## src/core/ffagg_pkg.sv

```systemverilog
// Package with constants and field layouts of the fault flag aggregator.
package ffagg_pkg;

	// Temperature trip point select codes and their limits in degrees Celsius.
	localparam logic [1:0] FFAGG_TRIP_142 = 2'h0;
	localparam logic [1:0] FFAGG_TRIP_127 = 2'h1;
	localparam logic [1:0] FFAGG_TRIP_112 = 2'h2;
	localparam logic [1:0] FFAGG_TRIP_97  = 2'h3;
	localparam int FFAGG_LIMIT_142_C = 142;
	localparam int FFAGG_LIMIT_127_C = 127;
	localparam int FFAGG_LIMIT_112_C = 112;
	localparam int FFAGG_LIMIT_97_C  = 97;
	localparam logic [1:0] FFAGG_TRIP_RST = 2'h0;

	// Bit position of the serial diagnostic quiet bit in general_setup_one.
	localparam int FFAGG_QUIET_BIT = 3;

	// Digital flag positions.
	localparam int FFAGG_DIG_W       = 16;
	localparam int FFAGG_D_OSC_STOP  = 0;
	localparam int FFAGG_D_CAL_UNREF = 1;
	localparam int FFAGG_D_RESET_DET = 2;
	localparam int FFAGG_D_TW_IF     = 3;
	localparam int FFAGG_D_WDT       = 4;
	localparam int FFAGG_D_TW_PAR    = 5;
	localparam int FFAGG_D_LATCH     = 6;
	localparam int FFAGG_D_INV_CHK   = 7;
	localparam int FFAGG_D_CAL_CRC   = 8;
	localparam int FFAGG_D_INV_ACC   = 9;
	localparam int FFAGG_D_SCLK_CNT  = 10;
	localparam int FFAGG_D_SLIP      = 11;
	localparam int FFAGG_D_SER_CRC   = 12;
	localparam int FFAGG_D_SLEW_BUSY = 13;

	// Analog flag positions.
	localparam int FFAGG_ANA_W       = 16;
	localparam int FFAGG_A_REFERENCE_INPUT     = 0;
	localparam int FFAGG_A_REFERENCE_OUTPUT    = 1;
	localparam int FFAGG_A_LDO       = 2;
	localparam int FFAGG_A_AVCC      = 3;
	localparam int FFAGG_A_DIE_MAIN  = 4;
	localparam int FFAGG_A_DIE_DCDC  = 5;
	localparam int FFAGG_A_OVERVOLT  = 6;
	localparam int FFAGG_A_DCDC_SC   = 7;
	localparam int FFAGG_A_DCDC_PWR  = 8;
	localparam int FFAGG_A_IOUT_OC   = 9;
	localparam int FFAGG_A_VOUT_SC   = 10;

	// Sources that reach the fault line and may be masked.
	localparam logic [FFAGG_DIG_W-1:0] FFAGG_DIG_MASKABLE = 16'h1ad1;
	// Sources that reach the fault line and no fault mask bit can mask; the quiet bit still blocks FFAGG_D_SCLK_CNT.
	localparam logic [FFAGG_DIG_W-1:0] FFAGG_DIG_FORCED   = 16'h0528;
	localparam logic [FFAGG_ANA_W-1:0] FFAGG_ANA_MASKABLE = 16'h06f0;
	localparam logic [FFAGG_ANA_W-1:0] FFAGG_ANA_FORCED   = 16'h010f;
	// Flags that clear by themselves instead of by write one to clear.
	localparam logic [FFAGG_DIG_W-1:0] FFAGG_DIG_SELF_CLR = 16'h2002;
	// Comparator sourced analog flags that pass a synchroniser.
	localparam logic [FFAGG_ANA_W-1:0] FFAGG_ANA_COMP     = 16'h003f;
	// Reset detected flag is set on reset.
	localparam logic [FFAGG_DIG_W-1:0] FFAGG_DIG_RST      = 16'h0004;
	localparam logic [FFAGG_ANA_W-1:0] FFAGG_ANA_RST      = 16'h0000;
	localparam logic [FFAGG_DIG_W-1:0] FFAGG_MASK_RST     = 16'h0000;

endpackage

```

## src/core/ffagg_sync.sv

```systemverilog
// Two flip-flop synchroniser for a vector of asynchronous levels.
`timescale 1ns/1ps
`default_nettype none
module ffagg_sync #(
	parameter int W = 16
) (
	// Clock and control.
	input  wire logic         clk_sys,
	input  wire logic         srst,
	input  wire logic         clk_en,
	// Levels.
	input  wire logic [W-1:0] async_in,
	output logic      [W-1:0] sync_out
);

	logic [W-1:0] meta_q;
	logic [W-1:0] meta_d;
	logic [W-1:0] sync_q;
	logic [W-1:0] sync_d;

	always_comb begin
		meta_d = meta_q;
		sync_d = sync_q;
		if (srst) begin
			meta_d = '0;
			sync_d = '0;
		end else if (clk_en) begin
			meta_d = async_in;
			sync_d = meta_q;
		end
	end

	always_ff @(posedge clk_sys) begin
		meta_q <= meta_d;
		sync_q <= sync_d;
	end

	assign sync_out = sync_q;

endmodule
`default_nettype wire

```

## src/core/ffagg_core.sv

```systemverilog
// Fault flag aggregator: sticky diagnostic flags and the shared fault line.
`timescale 1ns/1ps
`default_nettype none
module ffagg_core
	import ffagg_pkg::*;
#(
	parameter int DW = FFAGG_DIG_W,
	parameter int AW = FFAGG_ANA_W
) (
	// Clock, reset and enable.
	input  wire logic          clk_sys,
	input  wire logic          srst,
	input  wire logic          clk_en,
	// Configuration.
	input  wire logic [1:0]    trip_select,
	input  wire logic          serial_diag_quiet,
	input  wire logic          comparator_enable,
	input  wire logic [DW-1:0] fault_mask_dig,
	input  wire logic [AW-1:0] fault_mask_ana,
	// Asynchronous comparator levels from the analog circuitry.
	input  wire logic          temp_main_over,
	input  wire logic          temp_dcdc_over,
	input  wire logic [3:0]    supply_out_of_window,
	// Synchronous fault sources, level while the condition stands.
	input  wire logic [DW-1:0] dig_fault_in,
	input  wire logic [AW-1:0] ana_fault_in,
	input  wire logic          cal_refreshed,
	input  wire logic          slew_busy,
	input  wire logic          wdt_expired,
	// Write one to clear strobes.
	input  wire logic          dig_clear_we,
	input  wire logic [DW-1:0] dig_clear_data,
	input  wire logic          ana_clear_we,
	input  wire logic [AW-1:0] ana_clear_data,
	// Fault line pin.
	input  wire logic          fault_line_in,
	output logic               fault_line_o,
	output logic               fault_line_oe,
	// Readback.
	output logic [DW-1:0]      digital_error_flags,
	output logic [AW-1:0]      analog_error_flags,
	output logic [1:0]         trip_limit_sel,
	output logic               digital_flags_summary,
	output logic               analog_flags_summary,
	output logic               watchdog_expired_summary,
	output logic               fault_pin_mirror
);

	// Returns the limit in degrees for a trip code.
	function automatic int trip_limit(input logic [1:0] code);
		unique case (code)
			FFAGG_TRIP_142: trip_limit = FFAGG_LIMIT_142_C;
			FFAGG_TRIP_127: trip_limit = FFAGG_LIMIT_127_C;
			FFAGG_TRIP_112: trip_limit = FFAGG_LIMIT_112_C;
			FFAGG_TRIP_97:  trip_limit = FFAGG_LIMIT_97_C;
		endcase
	endfunction

	// Sticky update: set wins over a write one clear that re-evaluates.
	function automatic logic [15:0] sticky_next(input logic [15:0] cur, input logic [15:0] cond,
			input logic [15:0] clr);
		sticky_next = ((cur & ~clr) | cond);
	endfunction

	logic [AW-1:0] comp_raw;
	logic [AW-1:0] comp_sync;
	logic [AW-1:0] ana_cond;
	logic [DW-1:0] dig_cond;
	logic [AW-1:0] ana_q;
	logic [AW-1:0] ana_d;
	logic [DW-1:0] dig_q;
	logic [DW-1:0] dig_d;
	logic [1:0]    trip_q;
	logic [1:0]    trip_d;
	logic          drive_q;
	logic          drive_d;
	logic          mirror_q;
	logic          mirror_d;
	logic [DW-1:0] dig_line;
	logic [AW-1:0] ana_line;

	// Temperature comparators carry no enable; supply comparators wait for software.
	always_comb begin
		comp_raw = '0;
		comp_raw[FFAGG_A_DIE_MAIN] = temp_main_over;
		comp_raw[FFAGG_A_DIE_DCDC] = temp_dcdc_over;
		comp_raw[3:0] = supply_out_of_window;
	end

	ffagg_sync #(
		.W(AW)
	) u_sync (
		.clk_sys (clk_sys),
		.srst    (srst),
		.clk_en  (clk_en),
		.async_in(comp_raw),
		.sync_out(comp_sync)
	);

	always_comb begin
		ana_cond = ana_fault_in & ~FFAGG_ANA_COMP;
		ana_cond = ana_cond | (comp_sync & FFAGG_ANA_COMP & 16'h0030);
		if (comparator_enable) begin
			ana_cond = ana_cond | (comp_sync & 16'h000f);
		end
		dig_cond = dig_fault_in;
		dig_cond[FFAGG_D_SLEW_BUSY] = slew_busy;
		dig_cond[FFAGG_D_WDT] = dig_fault_in[FFAGG_D_WDT] | wdt_expired;
	end

	// Flag registers, trip latch and fault line drive.
	always_comb begin
		ana_d = ana_q;
		dig_d = dig_q;
		trip_d = trip_q;
		if (srst) begin
			ana_d = FFAGG_ANA_RST;
			dig_d = FFAGG_DIG_RST;
			trip_d = FFAGG_TRIP_RST;
		end else if (clk_en) begin
			trip_d = trip_select;
			ana_d = sticky_next(ana_q, ana_cond, ana_clear_we ? ana_clear_data : '0);
			dig_d = sticky_next(dig_q & ~FFAGG_DIG_SELF_CLR, dig_cond & ~FFAGG_DIG_SELF_CLR,
				dig_clear_we ? dig_clear_data : '0);
			dig_d[FFAGG_D_SLEW_BUSY] = slew_busy;
			dig_d[FFAGG_D_CAL_UNREF] = (dig_q[FFAGG_D_CAL_UNREF] & ~cal_refreshed)
				| dig_fault_in[FFAGG_D_CAL_UNREF];
		end
	end

	always_comb begin
		dig_line = dig_q & (FFAGG_DIG_FORCED | (FFAGG_DIG_MASKABLE & ~fault_mask_dig));
		if (serial_diag_quiet) begin
			dig_line[FFAGG_D_SCLK_CNT] = 1'b0;
		end
		ana_line = ana_q & (FFAGG_ANA_FORCED | (FFAGG_ANA_MASKABLE & ~fault_mask_ana));
		drive_d = drive_q;
		mirror_d = mirror_q;
		if (srst) begin
			drive_d = 1'b0;
			mirror_d = 1'b0;
		end else if (clk_en) begin
			drive_d = (|dig_line) | (|ana_line);
			mirror_d = ~fault_line_in;
		end
	end

	always_ff @(posedge clk_sys) begin
		ana_q <= ana_d;
		dig_q <= dig_d;
		trip_q <= trip_d;
		drive_q <= drive_d;
		mirror_q <= mirror_d;
	end

	assign fault_line_o = 1'b0;
	assign fault_line_oe = drive_q;
	assign digital_error_flags = dig_q;
	assign analog_error_flags = ana_q;
	assign trip_limit_sel = trip_q;
	assign digital_flags_summary = |(dig_q & ~(DW'(1) << FFAGG_D_SLEW_BUSY));
	assign analog_flags_summary = |ana_q;
	assign watchdog_expired_summary = dig_q[FFAGG_D_WDT];
	assign fault_pin_mirror = mirror_q;

endmodule
`default_nettype wire

```

## config.mk

```make
export PLATFORM = sky130hd
export DESIGN_NAME = ffagg_core
export DESIGN_NICKNAME = d
export VERILOG_FILES = /design/src/core/ffagg_pkg.sv /design/src/core/ffagg_sync.sv /design/src/core/ffagg_core.sv
export SDC_FILE = /design/constraint.sdc
export NUM_CORES = 1
export LEC_CHECK = 0
export BUFFER_PORTS_ARGS = -buffer_cell sky130_fd_sc_hd__buf_2
export CORE_ASPECT_RATIO = 0.75
export CORE_MARGIN = 5
export CORE_UTILIZATION = 42
export DETAILED_ROUTE_END_ITERATION = 12
export GPL_TIMING_DRIVEN = 0
export PLACE_DENSITY_LB_ADDON = 0.05
export SETUP_SLACK_MARGIN = 0.2
export SLEW_MARGIN = 5
export SYNTH_ARGS = -nofsm -noshare
export SYNTH_HDL_FRONTEND = slang
export SYNTH_SLANG_ARGS = --single-unit
```

## constraint.sdc

```tcl
create_clock -name clk_sys -period 3.9 [get_ports clk_sys]
set_input_delay 0.78 -clock clk_sys [delete_from_list [all_inputs] [get_ports clk_sys]]
set_output_delay 0.78 -clock clk_sys [all_outputs]
set_load 0.02 [all_outputs]
```

==> Word-level counts from Yosys, hierarchy flattened <==
Cells that the tools add are included.
Widths: inputs -> output; s select.
{ "classes": {"mux": 4, "n_bitwise": 18, "reduce_logical": 4} }
{ "op_table": {"columns": ["operator", "n"], "rows": [
  ["$mux 16", 3],
  ["$reduce_or 16->1", 3],
  ["$and 16x16->16", 2],
  ["$not 16->16", 2],
  ["$or 16x16->16", 2],
  ["$and 16x11->16", 1],
  ["$and 16x13->16", 1],
  ["$or 16x4->16", 1],
  ["$or 16x6->16", 1],
  ["$reduce_or 15->1", 1],
  ["$not 13->13", 1],
  ["$not 11->11", 1],
  ["$or 1x1->1", 3],
  ["$not 1->1", 2],
  ["$and 1x1->1", 1],
  ["$mux 1", 1]
]} }
{ "word_totals": {"ff_bits": 48, "inputBits": 115, "output_inout_bits": 40, "word_cells": 33} }

==> Logic depth before layout (Yosys ltp) <==
{ "depth": {"depth_word": 5, "ltp_mapped": 7} }

==> Modules after synthesis <==
A second synthesis with hierarchy kept.
{ "hier_totals": {"cells_unflattened": 293, "area_unflattened_um2": 2692.6} }
{ "by_module_without_submodules": {"columns": ["mod", "instances", "cells_per_inst", "area_each_um2", "seq_area_each_um2"], "rows": [
  ["ffagg_core", 1, 190, 1529.0, 720.7],
  ["ffagg_sync", 1, 103, 1163.6, 640.6]
]} }

==> Least setup slack after synthesis <==
Ideal clock, no wire load.
{ "synth_path": {"path_type": "reg-to-output", "start": "register ana_q[4] (netlist: analog_error_flags[4])", "end": "output analog_flags_summary", "t_arrival_ns": 1.267, "slack_ns": 1.853, "path_stages_with_launch": 4, "path_buffers": 0, "path_cell_list": "dfxtp_1 -> nor4_2 -> nand4_1 -> or4_1"} }
{ "synth_between": {"elab_chain_cells": 1} }
{ "synth_rtl": {"columns": ["element", "line_no", "rtl"], "rows": [
  ["start: declaration", "ffagg_core.sv:69", "logic [AW-1:0] ana_q;"],
  ["start signal: assignment", "ffagg_core.sv:149", "ana_q <= ana_d;"],
  ["$reduce_or 16->1", "ffagg_core.sv:162", "assign analog_flags_summary = |ana_q;"],
  ["end: declaration", "ffagg_core.sv:44", "output logic analog_flags_summary,"]
]} }
No other way between the ends.

==> Worst setup path in the final report <==
{ "layout_path": {"start": "register ana_q[0] (netlist: analog_error_flags[0])", "end": "output analog_flags_summary"} }
The elaborated chain is that of the path after synthesis.

==> metrics.md <==
| Metric | Value |
|---|---|
| HP Start | fault_pin_mirror$_SDFFE_PP0P_ |
| Fin util | 0.607 |
| Final ANT Viol Nets | 0 |
| Area grow syn2layout | 39.2% |
| Total congestion overflow | 0 |
| R2r startpoint | digital_error_flags[3]$_SDFFE_PP0P_ |
| Via density per instance | 4.94 |
| Total Routed Length | 6160 um |
| Max Fanout on Critical Path | 3 |
| HPWL after DPL | 4880 um |
| Yosys reg bits | 48 |
| Post-synthesis cell count | 229 |
| Ports | 155 |
| Row Count | 21 |
| Antenna violations before repair | 0 |
| Final WS setup | 1.41 ns |
| F_max | 402 MHz |
| Avg Inst Size Synth | 8.55 um2 |
| Post-synthesis cell area | 1960 um2 |
| N_diodes | 0 |
| Clk slew on worst S/H paths | 0.09 ns |
| Total CTS buffers | 5 |
| Initial core utilization | 0.436 |
| Maxcap violations | 0 |
| Worst path required time | 3.12 ns |
| # DRC | 0 |
| Cts-stage hold buffer count | 0 |
| Slowest CP cell | or4_1 |
| Die ar. | 6140 um2 |
| Tmin final | 2.49 ns |
| Clk_lat worst skew | 0.29 ns |
| Tcrit/Tclk final | 0.638 |
| Die H | 69.1 um |
| Global-route wire length before repair | 9610 um |
| Bufs on Longest Clock Path | 2 |
| DR pass1 iterations | 4 |
| Cell Count, Final, Fillers Out | 416 |
| Root buf cell | clkbuf_8 |
| Total power | 1.01 mW |
| RSZ-0062 raised after global routing | no |
| Critical Path Sink Type | output pin |
| Yosys warning count | 0 |
| Buffers added on ports | 123 |
| Post-synth cell types | 30 |
| Critical path type | flip-flop to output pin |
| CTS tree | yes |
| Leak pwr | 1.36 nW |
| CP top delay family | simple AND/OR/NAND/NOR gates |
| Commonest non-fill, non-tap cell in the layout | buf_2 |
| Worst Setup SP | analog_error_flags[0]$_SDFFE_PP0P_ |
| Fin Setup TNS | 0 ns |
| Setup bufs post-CTS | 0 |
| Most frequent cells in the layout | 128 x buf_2, 48 x dfxtp_1, 47 x nor2_1, 32 x nand2_1, 25 x a22oi_1 |
| CP Cell Sequence | nor3_1, nand4_1, or4_1, buf_2 |
| Buf+Inv Stages, Crit Path | 1 |
| Hold Slack | 0.484 ns |
| Total track usage | 0.196 |
| CP peak stage delay | 0.40 ns |
| Vias | 2055 |
| Outcome | complete, no violations |
| Dpl cell area | 2650 um2 |
| Die X | 88.8 um |
| Layout Nets | 474 |
| Starting DRT DRC Count | 91 |
| Worst hold path type | flip-flop to flip-flop |
| VDD IR-drop max | 253 uV |
| Post-CTS resize count | 0 |
| Clk_skew | 0.00490 ns |
| Dpl ws | 1.77 ns |
| PD cells | 372 nW/um2 |
| Core ar. | 4490 um2 |
| Inst Count DP | 409 |
| Post-synthesis sequential area ratio | 0.491 |
| Synthesized net count | 344 |
| Share of layout cells above drive strength 1 | 0.393 |
| Placer's final routability congestion estimate | 0.806 |
| H-tree lvl count | 2 |
| Startpoint Class | flip-flop |
| Slew HR | 0.660 |
| Crit path DAT | 1.71 ns |
| # clock sinks | 48 |
| Vias in the first global route | 1953 |
| Slew Viols, Final | 0 |
| Fin area | 2730 um2 |
| Drt wl/cell | 14.8 um |
| Worst-margin pin slew | 0.510 ns |
| Final setup fails | 0 |
| Final hold violations | 0 |
| Largest net degree at the start of global routing | 15 |
cells by family (layout without fill, tap and decap cells):
family	after synthesis	count (layout)	synth area share
buffers and inverters	30	160	0.0722
flip-flops	48	48	0.491
AND/OR/NAND/NOR	93	93	0.199
AO/OA/AOI/OAI	42	42	0.160
other	1	1	0.00192
multiplexers	15	15	0.0767
layout make-up:
class | instances | area [um2]
Inverter | 14 | 52.6
Clock buffer | 5 | 68.8
Sequential cell | 48 | 961
Timing Repair Buffer | 123 | 616
Multi-Input combinational cell | 151 | 856
Buffer | 16 | 88.8
Clock inverter | 2 | 12.5
Tap cell | 57 | 71.3
Fill cell | 452 | 1770
cells in the mapped netlist:
cell	count	share of area
dfxtp_1	48	0.49
nor2_1	47	0.090
nand2_1	32	0.061
a22oi_1	25	0.096
mux2i_1	15	0.077
inv_1	14	0.027
buf_2	5	0.013
nor4_1	5	0.016
a32oi_1	4	0.018
buf_4	4	0.015
clkbuf_1	4	0.0077
o22ai_1	4	0.013
and2_1	2	0.0064
buf_1	2	0.0038
nand4_1	2	0.0064
nor3_1	2	0.0051
a211oi_1	1	0.0038
a21oi_1	1	0.0026
a221o_1	1	0.0051
a222oi_1	1	0.0051
a31oi_1	1	0.0032
and3_1	1	0.0032
buf_6	1	0.0058
conb_1	1	0.0019
nor4_2	1	0.0064
o21ai_0	1	0.0026
o21ai_1	1	0.0026
o21bai_1	1	0.0038
o221ai_1	1	0.0045
or4_1	1	0.0038
registers in the layout, indices dropped and copies added, names as in the netlist:
register	cells
u_sync.sync_out	6
analog_error_flags	16
fault_pin_mirror	1
digital_error_flags	16
u_sync.meta_q	6
fault_line_oe	1
trip_limit_sel	2
worst reg2reg max path, delay by kind of cell (launching register included):
| kind | cells | cell delay [ns] |
|---|---|---|
| and+or+nand+nor | 2 | 0.52 |
| DFF | 1 | 0.33 |
| AOI/OAI and AO/OA | 2 | 0.28 |
where the power goes:
group,internal (mW),total [mW],leakage [nW],switching (mW)
clock,0.122,0.281,0.0400,0.160
combinational,0.0882,0.192,0.930,0.104
sequential,0.517,0.540,0.395,0.0224
routing by layer:
| layer | vias to the layer above | global-route usage | wire, um |
|---|---|---|---|
| li1 | 1045 | - | - |
| met1 | 932 | 0.279 | 2870 |
| met2 | 72 | 0.299 | 2760 |
| met3 | 6 | 0.0440 | 456 |
| met4 | 0 | 0.0453 | 71 |
| met5 | - | 0 | 0 |
path summary, 6_finish.rpt:
check                                  end  slack, ns  depth (start not counted)
min          fault_pin_mirror$_SDFFE_PP0P_       0.48                          2
min reg2reg  fault_pin_mirror$_SDFFE_PP0P_       0.48                          2
max reg2reg     fault_line_oe$_SDFFE_PP0P_       2.65                          4
max                   analog_flags_summary       1.41                          4
Note: power is estimated with default switching activity, not from simulation.
